--- src/design/usc_regs.svh ---
// register offsets, field positions, reset values and counts for setup capture
// assumes it is included by bare name from the design file
`ifndef USC_REGS_SVH
`define USC_REGS_SVH

// byte addresses of the captured setup bytes, one aligned word each
`define USC_OFS_ATTRIBUTES   12'h480
`define USC_OFS_REQUEST_CODE 12'h484
`define USC_OFS_VALUE_LOW    12'h488
`define USC_OFS_VALUE_HIGH   12'h48C
`define USC_OFS_INDEX_LOW    12'h490
`define USC_OFS_INDEX_HIGH   12'h494
`define USC_OFS_LENGTH_LOW   12'h498
`define USC_OFS_LENGTH_HIGH  12'h49C

// block status and control words
`define USC_OFS_STATUS       12'h478
`define USC_OFS_CONTROL      12'h47C

// attribute byte fields
`define USC_ATTR_RCPT_MSB    4
`define USC_ATTR_RCPT_LSB    0
`define USC_ATTR_TYPE_MSB    6
`define USC_ATTR_TYPE_LSB    5
`define USC_ATTR_DIR_BIT     7

// status bits: packet captured, packet cut short
`define USC_STAT_CAPTURED    0
`define USC_STAT_SHORT       1

// control bits: capture enable, hold after capture
`define USC_CTRL_ENABLE      0
`define USC_CTRL_HOLD        1

// reset values
`define USC_RST_BYTE         8'h00
`define USC_RST_CONTROL      2'h1

// bytes in a setup packet
`define USC_SETUP_BYTES      8

`endif

--- src/design/usc_pkg.sv ---
// types shared by the setup capture block
// assumes nothing beyond a SystemVerilog compiler
package usc_pkg;

    // standard request codes; class and vendor codes stay undecoded
    typedef enum logic [7:0] {
        USC_REQ_GET_STATUS        = 8'h00,
        USC_REQ_CLEAR_FEATURE     = 8'h01,
        USC_REQ_SET_FEATURE       = 8'h03,
        USC_REQ_SET_ADDRESS       = 8'h05,
        USC_REQ_GET_DESCRIPTOR    = 8'h06,
        USC_REQ_SET_DESCRIPTOR    = 8'h07,
        USC_REQ_GET_CONFIGURATION = 8'h08,
        USC_REQ_SET_CONFIGURATION = 8'h09,
        USC_REQ_GET_INTERFACE     = 8'h0A,
        USC_REQ_SET_INTERFACE     = 8'h0B,
        USC_REQ_SYNCH_FRAME       = 8'h0C
    } usc_request_t;

    // request type field of the attribute byte
    typedef enum logic [1:0] {
        USC_TYPE_STANDARD = 2'h0,
        USC_TYPE_CLASS    = 2'h1,
        USC_TYPE_VENDOR   = 2'h2
    } usc_req_type_t;

    // transfer direction
    typedef enum logic {
        USC_DIR_HOST_TO_DEVICE = 1'b0,
        USC_DIR_DEVICE_TO_HOST = 1'b1
    } usc_dir_t;

    // receive sequencer states
    typedef enum logic [1:0] {
        USC_ST_IDLE,
        USC_ST_COLLECT,
        USC_ST_HELD
    } usc_state_t;

    typedef logic [7:0] usc_byte_t;

endpackage

--- src/design/usc_setup_capture.sv ---
// setup packet capture: collects the eight setup bytes and shows them over AXI4-Lite
// assumes the link logic delivers setup bytes in order, synchronous to clk_i
//
// What this block does
// request code readable at 0x484, bits 7:0
// value low byte readable at 0x488
// value high byte readable at 0x48C
// index low byte at 0x490, resets zero
// index high byte at 0x494, resets zero
// length low byte at 0x498, resets zero
// length high byte readable at 0x49C
// only standard request codes named; others passed
// attribute byte fields readable at 0x480
//
// The AXI4-Lite interface to the registers was chosen for this implementation.
`include "usc_regs.svh"

module usc_setup_capture #(
    parameter int ADDR_W = 12
) (
    // clock and reset
    input  wire logic              clk_i,
    input  wire logic              rst_n_i,
    // setup bytes from the link
    input  wire logic              setup_start_i,
    input  wire logic              setup_byte_valid_i,
    input  wire logic [7:0]        setup_byte_i,
    // capture events and decode
    output logic                   setup_done_o,
    output logic                   std_request_o,
    // axi4-lite write address
    input  wire logic              s_axi_awvalid,
    output logic                   s_axi_awready,
    input  wire logic [ADDR_W-1:0] s_axi_awaddr,
    // axi4-lite write data
    input  wire logic              s_axi_wvalid,
    output logic                   s_axi_wready,
    input  wire logic [31:0]       s_axi_wdata,
    input  wire logic [3:0]        s_axi_wstrb,
    // axi4-lite write response
    output logic                   s_axi_bvalid,
    input  wire logic              s_axi_bready,
    output logic [1:0]             s_axi_bresp,
    // axi4-lite read address
    input  wire logic              s_axi_arvalid,
    output logic                   s_axi_arready,
    input  wire logic [ADDR_W-1:0] s_axi_araddr,
    // axi4-lite read data
    output logic                   s_axi_rvalid,
    input  wire logic              s_axi_rready,
    output logic [31:0]            s_axi_rdata,
    output logic [1:0]             s_axi_rresp
);

    localparam logic [1:0] RESP_OKAY   = 2'h0;
    localparam logic [1:0] RESP_SLVERR = 2'h2;
    localparam int         NBYTES      = `USC_SETUP_BYTES;

    // reset release through two flops; the assert stays asynchronous
    logic rst_meta;
    logic rst_n;

    always_ff @(posedge clk_i or negedge rst_n_i) begin
        if (!rst_n_i) begin
            rst_meta <= 1'b0;
            rst_n    <= 1'b0;
        end else begin
            rst_meta <= 1'b1;
            rst_n    <= rst_meta;
        end
    end

    // capture storage
    usc_pkg::usc_byte_t  shadow [NBYTES];
    usc_pkg::usc_byte_t  live   [NBYTES];
    logic [2:0]          byte_idx;
    usc_pkg::usc_state_t state;
    usc_pkg::usc_state_t next_state;
    logic [1:0]          control;
    logic                captured;
    logic                cut_short;
    logic                last_byte;
    logic                commit;
    logic                restart;

    // register-bus control
    logic                aw_got;
    logic                w_got;
    logic [ADDR_W-1:0]   wr_addr;
    logic [31:0]         wr_data;
    logic [3:0]          wr_strb;
    logic                wr_fire;
    logic                wr_mapped;
    logic                status_clear;
    logic [1:0]          clear_bits;
    logic [31:0]         rd_word;
    logic                rd_mapped;

    assign last_byte = setup_byte_valid_i && (byte_idx == 3'(NBYTES - 1));
    assign restart   = setup_start_i && setup_byte_valid_i;
    // a completed packet lands in the live copy only from the collect state, never while held
    assign commit    = last_byte && (state == usc_pkg::USC_ST_COLLECT) && !restart;

    // receive sequencer
    always_comb begin
        next_state = state;
        case (state)
            usc_pkg::USC_ST_IDLE: begin
                if (restart && control[`USC_CTRL_ENABLE]) begin
                    next_state = usc_pkg::USC_ST_COLLECT;
                end
            end
            usc_pkg::USC_ST_COLLECT: begin
                if (!control[`USC_CTRL_ENABLE]) begin
                    next_state = usc_pkg::USC_ST_IDLE;
                end else if (commit) begin
                    next_state = control[`USC_CTRL_HOLD] ? usc_pkg::USC_ST_HELD
                                                         : usc_pkg::USC_ST_IDLE;
                end
            end
            usc_pkg::USC_ST_HELD: begin
                // held until software clears the captured flag or the hold bit
                if (!captured || !control[`USC_CTRL_HOLD]) begin
                    next_state = usc_pkg::USC_ST_IDLE;
                end
            end
            default: begin
                next_state = usc_pkg::USC_ST_IDLE;
            end
        endcase
    end

    always_ff @(posedge clk_i or negedge rst_n) begin
        if (!rst_n) begin
            state <= usc_pkg::USC_ST_IDLE;
        end else begin
            state <= next_state;
        end
    end

    // byte position within the packet; a start byte is always byte zero and sets the count to one
    always_ff @(posedge clk_i or negedge rst_n) begin
        if (!rst_n) begin
            byte_idx <= 3'h0;
        end else if (restart) begin
            byte_idx <= 3'h1;
        end else if (setup_byte_valid_i && state == usc_pkg::USC_ST_COLLECT) begin
            byte_idx <= byte_idx + 3'h1;
        end else if (state != usc_pkg::USC_ST_COLLECT) begin
            byte_idx <= 3'h0;
        end
    end

    // per-byte shadow and live copies; live only changes on a whole packet,
    // so software never reads a mix of two packets
    for (genvar i = 0; i < NBYTES; i++) begin : g_byte
        always_ff @(posedge clk_i or negedge rst_n) begin
            if (!rst_n) begin
                shadow[i] <= `USC_RST_BYTE;
            end else if (setup_byte_valid_i && (restart ? (i == 0) : (byte_idx == 3'(i)))) begin
                shadow[i] <= setup_byte_i;
            end
        end

        always_ff @(posedge clk_i or negedge rst_n) begin
            if (!rst_n) begin
                live[i] <= `USC_RST_BYTE; // see see
            end else if (commit) begin
                live[i] <= (i == NBYTES - 1) ? setup_byte_i : shadow[i];
            end
        end
    end

    // software clear of status: write one to clear
    assign status_clear = wr_fire && wr_mapped && wr_strb[0]
                          && (wr_addr[11:0] == `USC_OFS_STATUS);
    assign clear_bits   = status_clear ? wr_data[1:0] : 2'h0;

    // sticky captured flag; a new packet in the clearing cycle wins
    always_ff @(posedge clk_i or negedge rst_n) begin
        if (!rst_n) begin
            captured <= 1'b0;
        end else if (commit) begin
            captured <= 1'b1;
        end else if (clear_bits[`USC_STAT_CAPTURED]) begin
            captured <= 1'b0;
        end
    end

    // sticky short-packet flag: a start arrived before eight bytes were seen
    always_ff @(posedge clk_i or negedge rst_n) begin
        if (!rst_n) begin
            cut_short <= 1'b0;
        end else if (restart && state == usc_pkg::USC_ST_COLLECT) begin
            cut_short <= 1'b1;
        end else if (clear_bits[`USC_STAT_SHORT]) begin
            cut_short <= 1'b0;
        end
    end

    // control word: enable and hold
    always_ff @(posedge clk_i or negedge rst_n) begin
        if (!rst_n) begin
            control <= `USC_RST_CONTROL;
        end else if (wr_fire && wr_mapped && wr_strb[0]
                     && wr_addr[11:0] == `USC_OFS_CONTROL) begin
            control <= wr_data[1:0];
        end
    end

    // event pulse and standard-request decode of the committed packet
    always_ff @(posedge clk_i or negedge rst_n) begin
        if (!rst_n) begin
            setup_done_o  <= 1'b0;
            std_request_o <= 1'b0;
        end else begin
            setup_done_o <= commit;
            if (commit) begin
                std_request_o <= is_standard(shadow[0], shadow[1]);
            end
        end
    end

    // standard type and a named code; anything else is left to software
    function automatic logic is_standard(input usc_pkg::usc_byte_t attr,
                                         input usc_pkg::usc_byte_t code);
        logic known;
        known = 1'b0;
        case (code)
            usc_pkg::USC_REQ_GET_STATUS,
            usc_pkg::USC_REQ_CLEAR_FEATURE,
            usc_pkg::USC_REQ_SET_FEATURE,
            usc_pkg::USC_REQ_SET_ADDRESS,
            usc_pkg::USC_REQ_GET_DESCRIPTOR,
            usc_pkg::USC_REQ_SET_DESCRIPTOR,
            usc_pkg::USC_REQ_GET_CONFIGURATION,
            usc_pkg::USC_REQ_SET_CONFIGURATION,
            usc_pkg::USC_REQ_GET_INTERFACE,
            usc_pkg::USC_REQ_SET_INTERFACE,
            usc_pkg::USC_REQ_SYNCH_FRAME: known = 1'b1;
            default: known = 1'b0;
        endcase
        return known && (attr[`USC_ATTR_TYPE_MSB:`USC_ATTR_TYPE_LSB]
                         == usc_pkg::USC_TYPE_STANDARD);
    endfunction

    // write channel: address and data taken in either order
    assign wr_fire   = aw_got && w_got && !s_axi_bvalid;
    assign wr_mapped = addr_mapped(wr_addr);

    always_ff @(posedge clk_i or negedge rst_n) begin
        if (!rst_n) begin
            s_axi_awready <= 1'b0;
            aw_got        <= 1'b0;
            wr_addr       <= '0;
        end else if (s_axi_awvalid && s_axi_awready) begin
            s_axi_awready <= 1'b0;
            aw_got        <= 1'b1;
            wr_addr       <= s_axi_awaddr;
        end else if (!aw_got) begin
            s_axi_awready <= 1'b1;
        end else if (s_axi_bvalid && s_axi_bready) begin
            aw_got        <= 1'b0;
        end
    end

    always_ff @(posedge clk_i or negedge rst_n) begin
        if (!rst_n) begin
            s_axi_wready <= 1'b0;
            w_got        <= 1'b0;
            wr_data      <= 32'h0000_0000;
            wr_strb      <= 4'h0;
        end else if (s_axi_wvalid && s_axi_wready) begin
            s_axi_wready <= 1'b0;
            w_got        <= 1'b1;
            wr_data      <= s_axi_wdata;
            wr_strb      <= s_axi_wstrb;
        end else if (!w_got) begin
            s_axi_wready <= 1'b1;
        end else if (s_axi_bvalid && s_axi_bready) begin
            w_got        <= 1'b0;
        end
    end

    // captured bytes are read only: writes to them are ignored but answered okay
    always_ff @(posedge clk_i or negedge rst_n) begin
        if (!rst_n) begin
            s_axi_bvalid <= 1'b0;
            s_axi_bresp  <= RESP_OKAY;
        end else if (wr_fire) begin
            s_axi_bvalid <= 1'b1;
            s_axi_bresp  <= wr_mapped ? RESP_OKAY : RESP_SLVERR;
        end else if (s_axi_bready) begin
            s_axi_bvalid <= 1'b0;
        end
    end

    // word-aligned decode of the block's own window
    function automatic logic addr_mapped(input logic [ADDR_W-1:0] a);
        logic [11:0] w;
        w = {a[11:2], 2'b00};
        return (w == `USC_OFS_STATUS) || (w == `USC_OFS_CONTROL)
               || (w >= `USC_OFS_ATTRIBUTES && w <= `USC_OFS_LENGTH_HIGH);
    endfunction

    // read mux; narrow fields sit in the low bits, upper bits read zero
    always_comb begin
        rd_word   = 32'h0000_0000;
        rd_mapped = 1'b1;
        case ({s_axi_araddr[11:2], 2'b00})
            `USC_OFS_ATTRIBUTES:   rd_word[7:0] = live[0];
            `USC_OFS_REQUEST_CODE: rd_word[7:0] = live[1];
            `USC_OFS_VALUE_LOW:    rd_word[7:0] = live[2];
            `USC_OFS_VALUE_HIGH:   rd_word[7:0] = live[3];
            `USC_OFS_INDEX_LOW:    rd_word[7:0] = live[4];
            `USC_OFS_INDEX_HIGH:   rd_word[7:0] = live[5];
            `USC_OFS_LENGTH_LOW:   rd_word[7:0] = live[6];
            `USC_OFS_LENGTH_HIGH:  rd_word[7:0] = live[7];
            `USC_OFS_STATUS:       rd_word[1:0] = {cut_short, captured};
            `USC_OFS_CONTROL:      rd_word[1:0] = control;
            default:               rd_mapped    = 1'b0;
        endcase
    end

    // read channel: one read outstanding, answer one cycle after the address
    always_ff @(posedge clk_i or negedge rst_n) begin
        if (!rst_n) begin
            s_axi_arready <= 1'b0;
            s_axi_rvalid  <= 1'b0;
            s_axi_rdata   <= 32'h0000_0000;
            s_axi_rresp   <= RESP_OKAY;
        end else if (s_axi_arvalid && s_axi_arready) begin
            s_axi_arready <= 1'b0;
            s_axi_rvalid  <= 1'b1;
            s_axi_rdata   <= rd_word;
            s_axi_rresp   <= rd_mapped ? RESP_OKAY : RESP_SLVERR;
        end else if (s_axi_rvalid && s_axi_rready) begin
            s_axi_rvalid  <= 1'b0;
            s_axi_arready <= 1'b1;
        end else if (!s_axi_rvalid) begin
            s_axi_arready <= 1'b1;
        end
    end

endmodule

--- config.mk ---
export PLATFORM = sky130hd
export DESIGN_NAME = usc_setup_capture
export DESIGN_NICKNAME = d
export VERILOG_FILES = /design/src/design/usc_pkg.sv /design/src/design/usc_setup_capture.sv
export VERILOG_INCLUDE_DIRS = /design/src /design/src/design
export SDC_FILE = /design/constraint.sdc
export NUM_CORES = 1
export LEC_CHECK = 0
export BUFFER_PORTS_ARGS = -buffer_cell sky130_fd_sc_hd__buf_4
export CELL_PAD_IN_SITES_DETAIL_PLACEMENT = 0
export CELL_PAD_IN_SITES_GLOBAL_PLACEMENT = 1
export CORE_ASPECT_RATIO = 2
export CORE_MARGIN = 8
export CORE_UTILIZATION = 48
export CTS_BUF_LIST = sky130_fd_sc_hd__clkbuf_4
export DETAILED_ROUTE_END_ITERATION = 10
export GPL_ROUTABILITY_DRIVEN = 0
export PLACE_DENSITY = 0.8
export SYNTH_ARGS = -nofsm -noshare
export SYNTH_HDL_FRONTEND = slang
export SYNTH_SLANG_ARGS = --single-unit
--- constraint.sdc ---
create_clock -name clk_i -period 6.2 [get_ports clk_i]
set_input_delay 0.31 -clock clk_i [delete_from_list [all_inputs] [get_ports clk_i]]
set_output_delay 0.31 -clock clk_i [all_outputs]
set_load 0.01 [all_outputs]
# == Word level (Yosys, flattened, before mapping) ==
# Memories as Yosys holds them, arrays and structs flattened.
# Index checks and enable logic that the tools add are counted.
# op_classes
n_mul,0
n_reduce_logical,45
bitwise_logic,0
n_shift,0
div_mod_pow,0
eq_ne,30
n_mux,44
n_addsub,1
order_cmp,2
# op_table
op,count
$eq A10 B9 Y1 const B,12
$pmux W6 S8,1
$mux W1,30
$logic_and A1 B1 Y1,27
$eq A12 B11 Y1 const B,2
$pmux W2 S10,1
$mux W2,8
$eq A3 B3 Y1 const B,4
$ge A12 B11 Y1 const B,1
$le A12 B11 Y1 const B,1
$reduce_or A10 Y1,1
$mux W3,3
$reduce_bool A2 Y1,4
$eq A3 B2 Y1 const B,2
$ne A2 B1 Y1 const B,3
$pmux W2 S3,1
$logic_not A1 Y1,4
$logic_not A2 Y1,2
$logic_not A4 Y1,1
$ne A2 B2 Y1 const B,2
$add A3 B1 Y3 const B,1
$eq A3 B1 Y1 const B,1
$logic_not A3 Y1,1
$logic_or A1 B1 Y1,3
other kinds (6),6
# word_totals
memories,1
mem_bits_ro,16
input_bits,77
mem_bits_rw,0
latch_bits,0
out_inout_bits,43
ff_bits,167
word_cells,160
# memory_table
name,depth,word_bits,read_ports,rd_clocked_by_memory_dff,wr,line,text
(no name shown),16,1,1,0,0,usc_setup_capture.sv:229,case (code)

# == Depth between registers and ports, before layout ==
# Gate-level depths: netlist of the first run.
# logic_depth
word_depth,9
depth_mapped,7
ltp_nobuf,6

# == Worst setup path after synthesis of the first run ==
# OpenSTA, ideal clock, no wires.
# synth_path
path_type,reg-to-reg
from,register byte_idx[0]
to,register live[0] (netlist bit)
required_ns,6.075
n_path_buf,1
setup_time_ns,0.125
path_stages_with_launch,7
path_slack_ns,4.517
arrival_time_ns,1.559
cell_sequence,dfrtp_1 ha_1 ha_1 nand2_1 nor3_2 buf_4 mux2_2
# synth_between
elab_chain_len,4
# synth_rtl
element,line,text
"start, declared",usc_setup_capture.sv:76,logic [2:0] byte_idx;
"start signal, assigned",usc_setup_capture.sv:148,byte_idx <= byte_idx + 3'h1;
$eq A3 B3 Y1,--,
$logic_and A1 B1 Y1,usc_setup_capture.sv:99,assign last_byte = setup_byte_valid_i && (byte_idx == 3'(NBYTES - 1));
$logic_and A1 B1 Y1 (2 in a row),usc_setup_capture.sv:102,assign commit = last_byte && (state == usc_pkg::USC_ST_COLLECT) && !restart;
"end signal, assigned by index",usc_setup_capture.sv:167,live[i] <= `USC_RST_BYTE;
"end signal, assigned by index",usc_setup_capture.sv:169,live[i] <= (i == NBYTES - 1) ? setup_byte_i : shadow[i];
"end, declared",usc_setup_capture.sv:75,usc_pkg::usc_byte_t live [NBYTES];
# No other way between the ends.
# A chain may end at the register's enable or synchronous reset.

# == Worst setup path after layout of the first run ==
# layout_path
from,register byte_idx[0]
to,register live[54] (netlist bit)
# The elaborated chain is that of the path after synthesis.

==> results of run 1 <==
[registers in the layout, indices dropped and copies added (netlist names), 2 cells and up]
| name | count |
|---|---|
| live | 64 |
| shadow | 56 |
| wr_addr | 12 |
| s_axi_rdata | 8 |
| byte_idx | 3 |
| control | 2 |
| state | 2 |
| wr_data | 2 |
[worst max path at each step]
stage                       startpoint                   end  cells past startpoint
2_1_floorplan          rst_n$_DFF_PN0_      aw_got$_DFF_PN0_                      0
3_3_place_gp   byte_idx[2]$_DFFE_PN0P_  live[52]$_DFFE_PN0P_                      5
3_5_place_dp   byte_idx[0]$_DFFE_PN0P_  live[57]$_DFFE_PN0P_                      6
4_1_cts        byte_idx[0]$_DFFE_PN0P_  live[22]$_DFFE_PN0P_                      6
5_1_grt                rst_n$_DFF_PN0_  live[30]$_DFFE_PN0P_                      1
6_report       byte_idx[0]$_DFFE_PN0P_  live[54]$_DFFE_PN0P_                      6
[final cells by class]
class | count | share of cell area [%]
clock buffers | 18 | 1.64
diodes | 1 | 0.0304
flip-flops and latches | 165 | 50.2
repair buffers | 84 | 8.36
multi-input cells | 308 | 35.1
well taps | 195 | 2.96
inverters | 8 | 0.365
clock inverters | 14 | 1.40
[logic make-up (layout without fill, tap and decap cells)]
family                   count (synthesis)  in the layout  synth area share [%]
AND/OR/NAND/NOR                         78             78                  6.22
flip-flops                             165            165                  57.0
AO/OA/AOI/OAI                           37             37                  3.59
adder cells (fa/ha/maj)                  6              6                  1.04
buffers and inverters                   53            124                  4.70
other                                    2             28                 0.104
multiplexers                           160            160                  27.3
[critical path, stage by stage (launching register included)]
cell	delay, ns
dfrtp_1	0.45
ha_1	0.20
ha_1	0.14
nand2_1	0.09
nor3_4	0.13
buf_4	0.69
mux2_2	0.42
[cells in the final DEF (no fill, tap or decap), drive strengths merged, types with 2 or more instances in the layout]
| cell type | count |
|---|---|
| nor2b | 6 |
| buf | 61 |
| a21boi | 2 |
| and3b | 2 |
| nand4b | 3 |
| nand2 | 23 |
| dfrtp | 164 |
| clkinv | 6 |
| nor2 | 10 |
| inv | 15 |
| ha | 6 |
| o21ai | 11 |
| o21a | 2 |
| a21o | 4 |
| nand3 | 3 |
| a21oi | 4 |
| nand2b | 4 |
| nand4 | 6 |
| dlygate4sd3 | 23 |
| mux4 | 14 |
| conb | 27 |
| o41ai | 2 |
| and4b | 3 |
| o211ai | 2 |
| nor3b | 2 |
| and2 | 3 |
| mux2i | 9 |
| nor3 | 3 |
| nor4bb | 2 |
| mux2 | 137 |
| and3 | 2 |
| clkbuf | 18 |
[through the flow]
stage | instance area, sq um | cells | utilization (%) | power [mW] | worst slack, ns
after CTS | 8230 | 792 | 55.6 | 2.11 | 3.88
after global placement | 7750 | 737 | 52.3 | 1.50 | 4.01
after global routing | 8240 | 793 | 55.6 | 2.18 | 3.67
final | 8240 | 793 | 55.6 | 2.07 | 3.87
after floorplan | 7340 | 526 | - | 1.42 | 1.26
after detailed placement | 7750 | 737 | 52.3 | 1.52 | 3.94
[timing repair]
action                                 in CTS  in global routing
hold buffers                               23                  0
gates resized for setup                     0                  0
endpoints found under the hold margin      26                  0
[metal layers]
metal	GRT usage, %	vias to the layer above	routed length, microns
met1	17.5	2175	5600
met2	30.7	88	8670
li1	-	1937	-
met5	0	-	0
met4	10.0	0	597
met3	3.00	27	575
[power by group]
group	internal, mW	switching, mW	total (mW)
logic	0.142	0.118	0.261
clock network	0.174	0.396	0.571
registers	1.17	0.0749	1.24
==> impl_metrics.toml, run 1 <==
[run_status]
status = "completed"

[finish]
n_fill_cell = 1269
layout.nets = 667
area_growth_pct = 13.7
multi_input_area_sq_um = 2890
regArea_sq_um = 4130
drive_above_1_share_pct = 40.7

[routing]
wl_per_cell_microns = 19.5
drt-pass1-iter-count = 4
wl_microns = 15400
antenna_left = 0
drtIter0Drc = 144
drc = 0
vias = 4227
drt-vias-per-instance = 5.33

[synthesis]
synth_edf_count = 0
async_reset_ff_share_pct = 100
synthTopCellsByArea = "dfrtp_1 (57%), mux2_2 (21%), buf_4 (3.5%), mux4_1 (2.9%), mux4_2 (1.9%)"
synth_common_cells = "dfrtp_1 (164), mux2_2 (137), buf_4 (34), nand2_1 (23)"
yosys_most_used_dff = "dfrtp_1"
synth.top_cell.area_share_pct = 56.7
syn_inst = 501
synth_seq_cells = 165
syn_area_sq_um = 7240
ys_seq_area_share_pct = 57.0
yosysTopAreaCell = "dfrtp_1"
synth_cell_types = 54
ys_warn_count = 0
synth_area_per_cell_sq_um = 14.5
synth.most_common_cell = "dfrtp_1"

[timing]
fin_worst_skew_ns = 0.0283
slew_headroom_pct = 30.6
min_period_ns = 2.33
tightest_slew_ns = 1.04
drv_slew = 0
finalCritPeriodShare_pct = 37.6
max_freq_mhz = 429
holdWs_ns = 0.0472
rsz0062_at_grt = "false"
finalSetupViolCount = 0
hold_viol_final = 0
final.setup.tns_ns = 0

[global_route]
grt_pass1_wl_microns = 24800
grtUsageTotal_pct = 17.0
grt_max_degree = 85
overflow = 0
grt_pass1_vias = 4667
antenna_found_initial = 1

[critical_path]
path_class = "reg2reg"
start_kind = "register"
reg2reg_depth = 6
cp_data_required_time_ns = 6.63
critPathMaxFanout = 70
end_kind = "register"
timing.rr.start = "byte_idx[0]$_DFFE_PN0P_"
rrSetupSlack_ns = 3.87
reg2reg_to = "live[54]$_DFFE_PN0P_"
crit_arrival_ns = 2.76

[pwr]
leakage_nw = 4.04
p_per_area_nw_per_um2 = 252
ir_drop_mv = 0.122

[min_path]
holdCritPathClass = "in2async"

[clock_network]
clockBufferDepth = 2
post_cts_buffers = 0
clock_sinks = 165
cts-root-buf = "clkbuf_4"
cts_tree = "yes"
cts_made_buffers = 17
ctsHtreeMaxLevel = 4
clk_pin_slew_worst_paths_ns = 0.15
clkLatencyLatePin_ns = 0.56

[floorplan]
die_x_microns = 103
io_pins = 120
die_h_microns = 190
start_util_pct = 48.9
coreArea_sq_um = 14800
dieArea_sq_um = 19500
rows = 63

[placement]
post-dp-hpwl_microns = 10600
port_buffers = 58

[flow_run]
cap_violations = 0
(Power assumes the default switching activity.)
==> run 2, diff against run 1 <==
Clock period 6.2 ns to 2.4 ns, I/O delays scaled along.
==> impl_metrics.toml, run 2 (synthesis results as in run 1) <==
[run_status]
status = "completed"

[min_path]
min_to = "s_axi_rdata[0]$_DFFE_PN0P_"
min-delay-start = "s_axi_araddr[10]"
holdCritPathClass = "in2reg"
min_path_cells = 4

[pwr]
ir_drop_mv = 0.364
p_per_area_nw_per_um2 = 647
leakage_nw = 4.17
total_power_mw = 5.50

[finish]
layout.nets = 692
drive_above_1_share_pct = 41.0
final_cell_mix = "dfrtp_1 (163), mux2_2 (137), buf_4 (71)"
mostFrequentLayoutCell = "dfrtp_1"
area_growth_pct = 17.3
largest_reg_flops = 64
n_fill_cell = 1252
top_regs = "live (64), shadow (56), wr_addr (12)"
regMostFlops = "live"

[global_route]
antenna_found_initial = 1
grt_max_degree = 63
gr-usage-met1_pct = 17.6
grtUsageTotal_pct = 16.9
use_met3_pct = 3.00
top_usage_layer = "met2"
grt_pass1_wl_microns = 24900
overflow = 0
met2_usage_pct = 31.1
grt_pass1_vias = 4770

[floorplan]
start_util_pct = 48.9
coreArea_sq_um = 14800
die_h_microns = 190
rows = 63
dieArea_sq_um = 19500
io_pins = 120
die_x_microns = 103

[critical_path]
max_stage_delay_ns = 0.43
rrSetupSlack_ns = 0.47
crit_buf_inv = 1
critPathTopFamily = "flip-flops"
timing.rr.start = "byte_idx[0]$_DFFE_PN0P_"
critPathMaxFanout = 58
end_kind = "register"
crit_arrival_ns = 2.35
cp_data_required_time_ns = 2.82
cp_slowest_cell = "dfrtp_1"
start_kind = "register"
reg2reg_depth = 6
worstPathCellList = "ha_1 > ha_1 > nand2_1 > nor3_4 > buf_12 > mux2_2"
reg2reg_to = "live[30]$_DFFE_PN0P_"
path_common_cell = "ha_1"
path_class = "reg2reg"

[clock_network]
clock_sinks = 165
ctsHtreeMaxLevel = 4
cts_made_buffers = 17
clkLatencyLatePin_ns = 0.55
clockBufferDepth = 2
cts-root-buf = "clkbuf_4"
clk_pin_slew_worst_paths_ns = 0.15
cts_tree = "yes"

[timing]
hold_viol_final = 0
finalCritPeriodShare_pct = 80.3
rsz0062_at_grt = "false"
fin_worst_skew_ns = 0.0260
tightest_slew_ns = 0.616
drv_slew = 0
final.setup.tns_ns = 0
min_period_ns = 1.93
max_freq_mhz = 519
slew_headroom_pct = 58.8
finalSetupViolCount = 0

[flow_run]
cap_violations = 0

[routing]
antenna_left = 0
vias = 4356
drt-vias-per-instance = 5.33
wl_per_cell_microns = 18.9
drc = 0
drtIter0Drc = 171
drt-pass1-iter-count = 4
wl_microns = 15400

[placement]
post-dp-hpwl_microns = 10900
port_buffers = 58
-- run 2: cell type report --
type,count,area [sq um],area share [%]
timing repair buffer,109,933,11.0
inverter,8,30.0,0.353
tap,195,244,2.87
clock buffer,18,135,1.59
sequential,165,4130,48.7
clock inverter,14,140,1.65
antenna,1,2.50,0.0295
multi-input combinational,308,2880,33.9
-- run 2: repair_timing --
action	in CTS	in global routing
buffers inserted	0	0
resized for setup	0	0
hold buffers	35	1
endpoints found under the hold margin	98	1
-- run 2: how the worst max path moves through the flow --
stage / cells after the start / startpoint / endpoint / slack (ns)
3_3_place_gp: 6 / byte_idx[0]$_DFFE_PN0P_ / live[52]$_DFFE_PN0P_ / 0.55
2_1_floorplan: 0 / rst_n$_DFF_PN0_ / aw_got$_DFF_PN0_ / 0.69
4_1_cts: 6 / byte_idx[0]$_DFFE_PN0P_ / live[30]$_DFFE_PN0P_ / 0.45
5_1_grt: 6 / byte_idx[0]$_DFFE_PN0P_ / live[16]$_DFFE_PN0P_ / 0.36
6_report: 6 / byte_idx[0]$_DFFE_PN0P_ / live[30]$_DFFE_PN0P_ / 0.47
3_5_place_dp: 6 / byte_idx[0]$_DFFE_PN0P_ / live[30]$_DFFE_PN0P_ / 0.51
-- run 2: through the flow --
| step | setup slack [ns] | area (sq um) | cells | hold WS [ns] | utilization, % |
|---|---|---|---|---|---|
| global route | 0.364 | 8500 | 818 | 0.0938 | 57.3 |
| global placement | 0.548 | 7860 | 749 | -0.0962 | 53.0 |
| floorplan | 0.690 | 7340 | 526 | -0.176 | - |
| CTS | 0.453 | 8480 | 816 | 0.00205 | 57.3 |
| detailed placement | 0.511 | 7860 | 749 | -0.0961 | 53.0 |
| finish | 0.473 | 8500 | 818 | 0.117 | 57.3 |
-- run 2: metal layers --
layer,vias to the layer above,part of all wire (%)
met1,2238,37
met2,99,56
li1,1993,-
met3,26,3.9
met5,-,0
met4,0,3.4
-- run 2: worst register-to-register path: stages (launching register included) --
cell,delay [ns]
dfrtp_1,0.43
ha_1,0.21
ha_1,0.15
nand2_1,0.10
nor3_4,0.19
buf_12,0.32
mux2_2,0.41
-- run 2: power by group --
| group | leakage, nW | switching, mW | internal (mW) |
|---|---|---|---|
| Clock | 0.152 | 1.01 | 0.557 |
| Combinational | 1.83 | 0.339 | 0.397 |
| Sequential | 2.18 | 0.178 | 3.02 |
| Total | 4.17 | 1.53 | 3.97 |
